===== src/verilog/stpt_pkg.sv =====
// Package: register map, field positions and carrier types for the supply/temperature monitor and periodic timer
package stpt_pkg;
  // Register indices (byte address is four times the index)
  localparam logic [7:0] STPT_IDX_TEMP = 8'h10;
  localparam logic [7:0] STPT_IDX_LV = 8'h11;
  localparam logic [7:0] STPT_IDX_PER = 8'h12;
  localparam logic [7:0] STPT_IDX_RATE_HI = 8'h14;
  localparam logic [7:0] STPT_IDX_RATE_LO = 8'h15;
  // Field positions shared by the control registers
  localparam int STPT_B_FLAG = 0;
  localparam int STPT_B_IRQEN = 1;
  localparam int STPT_B_STATUS = 2;
  localparam int STPT_B_SENSEN = 3;
  localparam int STPT_B_ROUTE = 5;
  localparam int STPT_B_FEAT = 2;
  localparam int STPT_B_OUTEN = 3;
  localparam int STPT_B_WAVE = 4;
  localparam int STPT_B_CLKSEL = 7;
  // Writable masks; other bits read as zero except the flag and status bits
  localparam logic [7:0] STPT_TEMP_WMASK = 8'h2a;
  localparam logic [7:0] STPT_LV_WMASK = 8'h02;
  localparam logic [7:0] STPT_PER_WMASK = 8'h9e;
  // Reset values
  localparam logic [7:0] STPT_RST_BYTE = 8'h00;
  localparam logic [15:0] STPT_RST_RATE = 16'h0000;
  // Tick divider default: one tick is two 20 kHz autonomous periods, 20000 cycles of a 200 MHz clock
  localparam int STPT_ACLK_DIV = 20000;
  // Synchronised analog comparator outputs
  typedef struct packed {
    logic thermal;
    logic undervolt;
  } stpt_cmp_t;
  // Interrupt request bundle
  typedef struct packed {
    logic thermal;
    logic undervolt;
    logic periodic;
  } stpt_irq_t;
endpackage : stpt_pkg


===== src/verilog/stpt_top.sv =====
// Module: register bank and periodic timer with Wishbone slave
`timescale 1ns/1ps
// Functional notes
// - Route bit selects sensor or bandgap voltage
// - Sensor enable powers sensor and amplifier
// - Thermal status read-only; irq enable, sensor enable and route writable
// - Thermal status follows comparator with hysteresis
// - Thermal flag sets on change, write-one clears
// - Thermal irq equals flag and enable
// - Undervolt status read-only, follows comparator
// - Undervolt flag sets on change, write-one clears
// - Undervolt irq equals flag and enable
// - Clock select writable only while disabled
// - Pulse mode: half-minimum-period pulse each period
// - Square mode: output period twice timer period
// - Pin shows wave only with feature enabled
// - Feature enable starts timer; clear stops it
// - Timeout flag sets each period, write-one clears
// - Periodic irq equals flag and enable
// - Period is 2*(rate+1) ticks of clock
// - Rate writable only while feature disabled
module stpt_top #(
  parameter int ACLK_DIV = stpt_pkg::STPT_ACLK_DIV
) (
  // Clock and reset
  input wire logic clk,
  input wire logic nrst,
  // Wishbone slave
  input wire logic wb_cyc_i,
  input wire logic wb_stb_i,
  input wire logic wb_we_i,
  input wire logic [31:0] wb_adr_i,
  input wire logic [3:0] wb_sel_i,
  input wire logic [31:0] wb_dat_i,
  output logic [31:0] wb_dat_o,
  output logic wb_ack_o,
  // Analog comparator outputs, asynchronous
  input wire logic thermal_cmp_in,
  input wire logic undervolt_cmp_in,
  // Analog controls
  output logic thermal_sensor_enable,
  output logic analog_route_select,
  // Timer pin and interrupts
  output logic periodic_wave_pin,
  output stpt_pkg::stpt_irq_t irq_o
);
  // Comparator synchroniser chains, three stages each
  logic [2:0] th_sync_q;
  logic [2:0] lv_sync_q;
  stpt_pkg::stpt_cmp_t status_q;
  // Control registers
  logic [7:0] temp_q;
  logic [7:0] lv_q;
  logic [7:0] per_q;
  logic [15:0] rate_q;
  logic th_flag_q;
  logic lv_flag_q;
  logic per_flag_q;
  // Timer state
  logic [16:0] tick_cnt_q;
  logic [15:0] aclk_div_q;
  logic aclk_tick;
  logic timeout;
  logic pulse_q;
  logic square_q;
  logic first_q;

  // Bus decode
  logic acc;
  logic wr;
  logic [7:0] idx;
  logic [7:0] wbyte;
  assign acc = wb_cyc_i && wb_stb_i && !wb_ack_o;
  // Writes land at the edge where the master samples ack, so a cut cycle never half-writes
  assign wr = wb_cyc_i && wb_stb_i && wb_ack_o && wb_we_i && wb_sel_i[0];
  assign idx = wb_adr_i[9:2];
  assign wbyte = wb_dat_i[7:0];

  // Write-one-to-clear strobe for a flag at bit 0 of a register
  function automatic logic w1c(input logic w, input logic [7:0] i, input logic [7:0] r, input logic [7:0] d);
    w1c = w && (i == r) && d[stpt_pkg::STPT_B_FLAG];
  endfunction : w1c

  // Synchronisers; only stages two and three are compared
  always_ff @(posedge clk or negedge nrst)
  begin
    if (!nrst)
    begin
      th_sync_q <= 3'h0;
      lv_sync_q <= 3'h0;
    end
    else
    begin
      th_sync_q <= {th_sync_q[1:0], thermal_cmp_in};
      lv_sync_q <= {lv_sync_q[1:0], undervolt_cmp_in};
    end
  end

  // Status follows the comparator once stages agree; hysteresis lives in the analog comparator
  always_ff @(posedge clk or negedge nrst)
  begin
    if (!nrst)
      status_q <= '0;
    else
    begin
      if (th_sync_q[2] == th_sync_q[1])
        status_q.thermal <= th_sync_q[2];
      if (lv_sync_q[2] == lv_sync_q[1])
        status_q.undervolt <= lv_sync_q[2];
    end
  end

  // Change flags; a set in the clearing cycle wins
  always_ff @(posedge clk or negedge nrst)
  begin
    if (!nrst)
    begin
      th_flag_q <= 1'b0;
      lv_flag_q <= 1'b0;
    end
    else
    begin
      if (th_sync_q[2] == th_sync_q[1] && th_sync_q[2] != status_q.thermal)
        th_flag_q <= 1'b1;
      else if (w1c(wr, idx, stpt_pkg::STPT_IDX_TEMP, wbyte))
        th_flag_q <= 1'b0;
      if (lv_sync_q[2] == lv_sync_q[1] && lv_sync_q[2] != status_q.undervolt)
        lv_flag_q <= 1'b1;
      else if (w1c(wr, idx, stpt_pkg::STPT_IDX_LV, wbyte))
        lv_flag_q <= 1'b0;
    end
  end

  // Thermal and undervolt control bits
  always_ff @(posedge clk or negedge nrst)
  begin
    if (!nrst)
    begin
      temp_q <= stpt_pkg::STPT_RST_BYTE;
      lv_q <= stpt_pkg::STPT_RST_BYTE;
    end
    else if (wr && idx == stpt_pkg::STPT_IDX_TEMP)
      temp_q <= wbyte & stpt_pkg::STPT_TEMP_WMASK;
    else if (wr && idx == stpt_pkg::STPT_IDX_LV)
      lv_q <= wbyte & stpt_pkg::STPT_LV_WMASK;
  end

  // Periodic control; clock select frozen while enabled and in the write that enables
  always_ff @(posedge clk or negedge nrst)
  begin
    if (!nrst)
      per_q <= stpt_pkg::STPT_RST_BYTE;
    else if (wr && idx == stpt_pkg::STPT_IDX_PER)
    begin
      per_q <= wbyte & stpt_pkg::STPT_PER_WMASK;
      if (per_q[stpt_pkg::STPT_B_FEAT] || wbyte[stpt_pkg::STPT_B_FEAT])
        per_q[stpt_pkg::STPT_B_CLKSEL] <= per_q[stpt_pkg::STPT_B_CLKSEL];
    end
  end

  // Rate value, locked while the feature runs
  always_ff @(posedge clk or negedge nrst)
  begin
    if (!nrst)
      rate_q <= stpt_pkg::STPT_RST_RATE;
    else if (wr && !per_q[stpt_pkg::STPT_B_FEAT])
    begin
      if (idx == stpt_pkg::STPT_IDX_RATE_HI)
        rate_q[15:8] <= wbyte;
      else if (idx == stpt_pkg::STPT_IDX_RATE_LO)
        rate_q[7:0] <= wbyte;
    end
  end

  // Autonomous clock tick divider; one tick is two autonomous clock periods
  always_ff @(posedge clk or negedge nrst)
  begin
    if (!nrst)
      aclk_div_q <= 16'h0000;
    else if (!per_q[stpt_pkg::STPT_B_FEAT] || aclk_tick)
      aclk_div_q <= 16'h0000;
    else
      aclk_div_q <= aclk_div_q + 16'h0001;
  end
  assign aclk_tick = (aclk_div_q == 16'(ACLK_DIV - 1));

  // Period counter: 2*(rate+1) ticks; bus clock ticks every cycle
  logic tick;
  logic [16:0] period_last;
  logic [16:0] half_min;
  assign tick = per_q[stpt_pkg::STPT_B_CLKSEL] ? 1'b1 : aclk_tick;
  assign period_last = {rate_q, 1'b1};
  assign timeout = per_q[stpt_pkg::STPT_B_FEAT] && tick && (tick_cnt_q == period_last);
  assign half_min = 17'h00001;
  always_ff @(posedge clk or negedge nrst)
  begin
    if (!nrst)
      tick_cnt_q <= 17'h00000;
    else if (!per_q[stpt_pkg::STPT_B_FEAT])
      tick_cnt_q <= 17'h00000;
    else if (tick)
      tick_cnt_q <= timeout ? 17'h00000 : tick_cnt_q + 17'h00001;
  end

  // Timeout flag; set wins over write-one clear
  always_ff @(posedge clk or negedge nrst)
  begin
    if (!nrst)
      per_flag_q <= 1'b0;
    else if (timeout)
      per_flag_q <= 1'b1;
    else if (w1c(wr, idx, stpt_pkg::STPT_IDX_PER, wbyte))
      per_flag_q <= 1'b0;
  end

  // Waveforms: pulse lasts one tick (half of the minimum period of two ticks)
  always_ff @(posedge clk or negedge nrst)
  begin
    if (!nrst)
    begin
      pulse_q <= 1'b0;
      square_q <= 1'b0;
      first_q <= 1'b0;
    end
    else if (!per_q[stpt_pkg::STPT_B_FEAT])
    begin
      pulse_q <= 1'b0;
      square_q <= 1'b0;
      first_q <= 1'b0;
    end
    else
    begin
      first_q <= 1'b1;
      if (timeout)
        pulse_q <= 1'b1;
      else if (tick && tick_cnt_q >= half_min - 17'h00001)
        pulse_q <= 1'b0;
      if (timeout)
        square_q <= ~square_q;
    end
  end

  // Registered outputs
  always_ff @(posedge clk or negedge nrst)
  begin
    if (!nrst)
    begin
      periodic_wave_pin <= 1'b0;
      irq_o <= '0;
      thermal_sensor_enable <= 1'b0;
      analog_route_select <= 1'b0;
    end
    else
    begin
      periodic_wave_pin <= per_q[stpt_pkg::STPT_B_OUTEN] && per_q[stpt_pkg::STPT_B_FEAT] && first_q &&
        (per_q[stpt_pkg::STPT_B_WAVE] ? square_q : pulse_q);
      irq_o.thermal <= th_flag_q && temp_q[stpt_pkg::STPT_B_IRQEN];
      irq_o.undervolt <= lv_flag_q && lv_q[stpt_pkg::STPT_B_IRQEN];
      irq_o.periodic <= per_flag_q && per_q[stpt_pkg::STPT_B_IRQEN];
      thermal_sensor_enable <= temp_q[stpt_pkg::STPT_B_SENSEN];
      analog_route_select <= temp_q[stpt_pkg::STPT_B_ROUTE];
    end
  end

  // Bus answer: ack one cycle after request, unmapped reads give zero
  always_ff @(posedge clk or negedge nrst)
  begin
    if (!nrst)
    begin
      wb_ack_o <= 1'b0;
      wb_dat_o <= 32'h00000000;
    end
    else
    begin
      wb_ack_o <= acc;
      wb_dat_o <= 32'h00000000;
      if (acc && !wb_we_i)
        case (idx)
          stpt_pkg::STPT_IDX_TEMP: wb_dat_o[7:0] <= temp_q | {5'h00, status_q.thermal, 1'b0, th_flag_q};
          stpt_pkg::STPT_IDX_LV: wb_dat_o[7:0] <= lv_q | {5'h00, status_q.undervolt, 1'b0, lv_flag_q};
          stpt_pkg::STPT_IDX_PER: wb_dat_o[7:0] <= per_q | {7'h00, per_flag_q};
          stpt_pkg::STPT_IDX_RATE_HI: wb_dat_o[7:0] <= rate_q[15:8];
          stpt_pkg::STPT_IDX_RATE_LO: wb_dat_o[7:0] <= rate_q[7:0];
          default: wb_dat_o <= 32'h00000000;
        endcase
    end
  end

  // Flag is set in the cycle after each timeout
  AST_PER_FLAG_SET: assert property (@(posedge clk) disable iff (!nrst)
    timeout |=> per_flag_q) else $error("timeout flag not set");
  AST_TH_IRQ: assert property (@(posedge clk) disable iff (!nrst)
    (th_flag_q && temp_q[stpt_pkg::STPT_B_IRQEN]) |=> irq_o.thermal) else $error("thermal irq missing");
  AST_LV_IRQ: assert property (@(posedge clk) disable iff (!nrst)
    !lv_flag_q |=> !irq_o.undervolt) else $error("undervolt irq without flag");
  AST_PER_IRQ: assert property (@(posedge clk) disable iff (!nrst)
    irq_o.periodic |-> $past(per_flag_q)) else $error("periodic irq without flag");
  AST_CLKSEL_LOCK: assert property (@(posedge clk) disable iff (!nrst)
    per_q[stpt_pkg::STPT_B_FEAT] |=> $stable(per_q[stpt_pkg::STPT_B_CLKSEL])) else $error("clksel moved");
  // The enabling write itself may not move the clock select either
  AST_CLKSEL_SAME_WRITE: assert property (@(posedge clk) disable iff (!nrst)
    (wr && idx == stpt_pkg::STPT_IDX_PER && wbyte[stpt_pkg::STPT_B_FEAT])
    |=> $stable(per_q[stpt_pkg::STPT_B_CLKSEL])) else $error("clksel moved in enabling write");
  AST_RATE_LOCK: assert property (@(posedge clk) disable iff (!nrst)
    per_q[stpt_pkg::STPT_B_FEAT] |=> $stable(rate_q)) else $error("rate changed while enabled");
  AST_PIN_OFF: assert property (@(posedge clk) disable iff (!nrst)
    !per_q[stpt_pkg::STPT_B_OUTEN] |=> !periodic_wave_pin) else $error("pin active while disabled");
  // No write in the two cycles that could stop the timer before the next timeout
  AST_BUS_PERIOD: assert property (@(posedge clk) disable iff (!nrst)
    (per_q[stpt_pkg::STPT_B_FEAT] && per_q[stpt_pkg::STPT_B_CLKSEL] && timeout && rate_q == 16'h0000 && !wr)
    ##1 !wr |=> timeout) else $error("minimum bus period not two cycles");
  // Status and flag move at the same edge, and a set beats a clear
  AST_TH_CHANGE: assert property (@(posedge clk) disable iff (!nrst)
    $changed(status_q.thermal) |-> th_flag_q) else $error("thermal flag missed change");
  AST_ACK_ONE: assert property (@(posedge clk) disable iff (!nrst)
    wb_ack_o |=> !wb_ack_o) else $error("ack longer than one cycle");
endmodule : stpt_top


===== config.mk =====
export PLATFORM = sky130hd
export DESIGN_NAME = stpt_top
export DESIGN_NICKNAME = d
export VERILOG_FILES = /design/src/verilog/stpt_pkg.sv /design/src/verilog/stpt_top.sv
export SDC_FILE = /design/constraint.sdc
export NUM_CORES = 1
export LEC_CHECK = 0
export ABC_AREA = 0
export BUFFER_PORTS_ARGS = -buffer_cell sky130_fd_sc_hd__buf_2
export CORE_MARGIN = 2
export CORE_UTILIZATION = 53
export DETAILED_ROUTE_END_ITERATION = 10
export GPL_TIMING_DRIVEN = 0
export PLACE_DENSITY = 0.8
export SLEW_MARGIN = 20
export SYNTH_ARGS = -nofsm -noshare
export SYNTH_HDL_FRONTEND = slang
export SYNTH_SLANG_ARGS = --single-unit

===== constraint.sdc =====
create_clock -name clk -period 2.4 [get_ports clk]
set_input_delay 0.24 -clock clk [delete_from_list [all_inputs] [get_ports clk]]
set_output_delay 0.24 -clock clk [all_outputs]
set_load 0.01 [all_outputs]

==> results.toml <==
[status]
status = "complete, no violations"

[layout]
fill_cells = 629
diodes = 0
final_cells = 577
area_delta_synth_final_pct = 17.0
final_common_cell = "dfrtp_1"
nets = 547
design_area_um2 = 4920
drive_gt1_share_pct = 26.3
postLayoutCoreUtil_pct = 63.7
most-common-layout-cells = "87 x dfrtp_1, 51 x nor2_1, 41 x buf_2, 33 x buf_4"

[setup_path]
worst_setup_path_start_kind = "register"
path_cells = "or4_4, o41ai_4, a31o_2, buf_2, nor2_1"
cp-end-kind = "register"
crit_path_max_fanout = 10
crit_type = "reg2reg"
crit_required_ns = 2.63
crit_buf_inv = 1
cpLargestDelayFamily = "compound AO/OA/AOI/OAI gates"
crit_path_max_incr_delay_ns = 0.61
worstPathArrival_ns = 2.56
slowest_stage = "or4_4"
r2r_start = "aclk_div_q[6]"
reg2regPathDepth = 5
r2r_end = "tick_cnt_q[5]"
crit_start = "aclk_div_q[6]"
r2r_slack_ns = 0.07

[sta]
slew_headroom_pct = 57.9
fmax_ghz = 0.430
hold_violations = 0
tightest_slew_ns = 0.630
timing.setup.tns_ns = 0
fin_ws_ns = 0.0739
min_period_ns = 2.33
timing.hold.ws_ns = 0.126
drv_slew = 0
rsz0062_at_grt = "false"
setup_viol = 0
finalCritPeriodShare_pct = 96.9
skew_ns = 0.0113

[cts]
cts_tree = "built"
numCtsBuffers = 9
clockBufferDepth = 2
ctsHtreeMaxLevel = 3
cts-root-buf = "clkbuf_8"
cts_sinks = 87
clk_latency_ns = 0.36
cts.reportedPaths.clkPinSlew_ns = 0.09

[drt]
first_iter_violations = 239
drt-total-wl_um = 8820
routedWlPerCell_um = 15.3
viasPerCell = 5.40
ant_nets = 0
vias = 3115
drc_errors = 0
firstDrtPassIters = 7

[floorplan]
die_x_um = 93.1
die_area_um2 = 8670
die_h_um = 93.1
core_um2 = 7730
io_pins = 114
rows = 32
start_util_pct = 54.5

[global_route]
groute.usage.overall_pct = 21.3
grt_antenna_before_repair = 0
grt_pass1_wl_um = 14400
grt_overflow = 0
grt_pass1_vias = 3106
grt_max_degree = 56

[run]
maxCapViolations = 0

[logic_synthesis]
syn_inst = 386
synth_edf_count = 0
async_flop_share_pct = 100
synth-main-ff-cell = "dfrtp_1"
yosysSeqAreaShare_pct = 51.7
synthDistinctLibCells = 52
yosys_warnings = 0
synth_area_um2 = 4210
ys_ff_latch = 87
syn_area_per_cell_um2 = 10.9

[placement]
dp_hpwl_um = 6230
dp_cells = 550
postPlaceCellArea_um2 = 4640
place_congestion = 0.910
portBuffers = 38
pre_cts_ws_ns = -0.113

[min_path]
whs_path_depth = 2
hold_end = "rate_q[6]"
min_path_type = "in2reg"
hold_start = "wb_dat_i[6]"

[power]
vdd_drop_max_uv = 327
p_per_area_nw_per_um2 = 584
power_mw = 2.88
static-leakage-power_nw = 2.43
==> repair_timing <==
action / CTS / global route
gates resized for setup: 1 / 0
pin swaps: 2 / 1
hold endpoints to repair: 34 / 0
hold buffers: 3 / 0
buffers inserted: 5 / 3
setup endpoints to repair: 21 / 10
==> cells in the mapped netlist, drive strengths merged, types with 4 or more instances <==
cell | count | share of area, %
dfrtp | 87 | 52
nor2 | 51 | 4.5
buf | 30 | 4.9
mux2 | 24 | 6.4
xor2 | 22 | 4.6
nand2 | 20 | 1.8
nand3 | 20 | 2.4
xnor2 | 19 | 4.0
o21ai | 11 | 1.4
a21oi | 8 | 0.95
clkbuf | 7 | 0.62
mux2i | 7 | 1.7
nand4 | 7 | 1.0
a222oi | 5 | 1.2
and2 | 5 | 0.74
and3 | 5 | 0.74
nor3 | 5 | 0.59
or3 | 5 | 0.74
inv | 4 | 0.36
nor4 | 4 | 0.74
o2111ai | 4 | 0.83
o211ai | 4 | 0.71
==> report_power, final <==
part | internal [mW] | switching [mW]
Clock | 0.412 | 0.524
Combinational | 0.147 | 0.185
Sequential | 1.53 | 0.0789
Total | 2.09 | 0.788
==> logic make-up after synthesis <==
group / after synthesis / share of synthesized area (%)
fa+ha+maj: 4 / 1.07
other cells: 1 / 0.0891
xor+xnor: 41 / 8.53
mux: 31 / 8.09
compound gates: 43 / 7.94
flops: 87 / 51.7
simple gates: 138 / 16.6
buf+inv: 41 / 5.92
==> worst max-delay path by stage <==
stage | slack, ns | depth (start not counted) | to
after CTS | 0.05 | 5 | tick_cnt_q[5]
after floorplan | 0.22 | 5 | tick_cnt_q[10]
final | 0.07 | 5 | tick_cnt_q[5]
after detailed placement | -0.11 | 6 | tick_cnt_q[5]
after global routing | 0.005 | 6 | tick_cnt_q[13]
after global placement | -0.03 | 5 | tick_cnt_q[10]
==> state kept, by name, indices dropped and copies added, names as in the netlist <==
signal / flops
tick_cnt_q: 17
th_sync_q: 3
square_q: 1
periodic_wave_pin: 1
per_q: 5
first_q: 1
status_q: 2
rate_q: 16
lv_flag_q: 1
per_flag_q: 1
lv_q: 1
irq_o: 3
wb_ack_o: 1
pulse_q: 1
wb_dat_o: 8
analog_route_select: 1
thermal_sensor_enable: 1
aclk_div_q: 16
lv_sync_q: 3
temp_q: 3
th_flag_q: 1
==> area by class of cell <==
class | instances | area [um^2] | area share (%)
Multi-Input combinational cell | 281 | 1880 | 38.2
Tap cell | 102 | 128 | 2.59
Buffer | 37 | 234 | 4.75
Clock buffer | 11 | 141 | 2.87
Inverter | 4 | 15.0 | 0.305
Timing Repair Buffer | 50 | 310 | 6.30
Sequential cell | 87 | 2180 | 44.2
Clock inverter | 5 | 38.8 | 0.788
==> layer usage <==
| layer | wire length [um] | global-route usage, % |
|---|---|---|
| met1 | 4050 | 28.5 |
| met2 | 4220 | 34.2 |
| met3 | 419 | 4.92 |
| met4 | 138 | 7.84 |
| met5 | 0 | 0 |
Power figures use the tool's default switching activity.
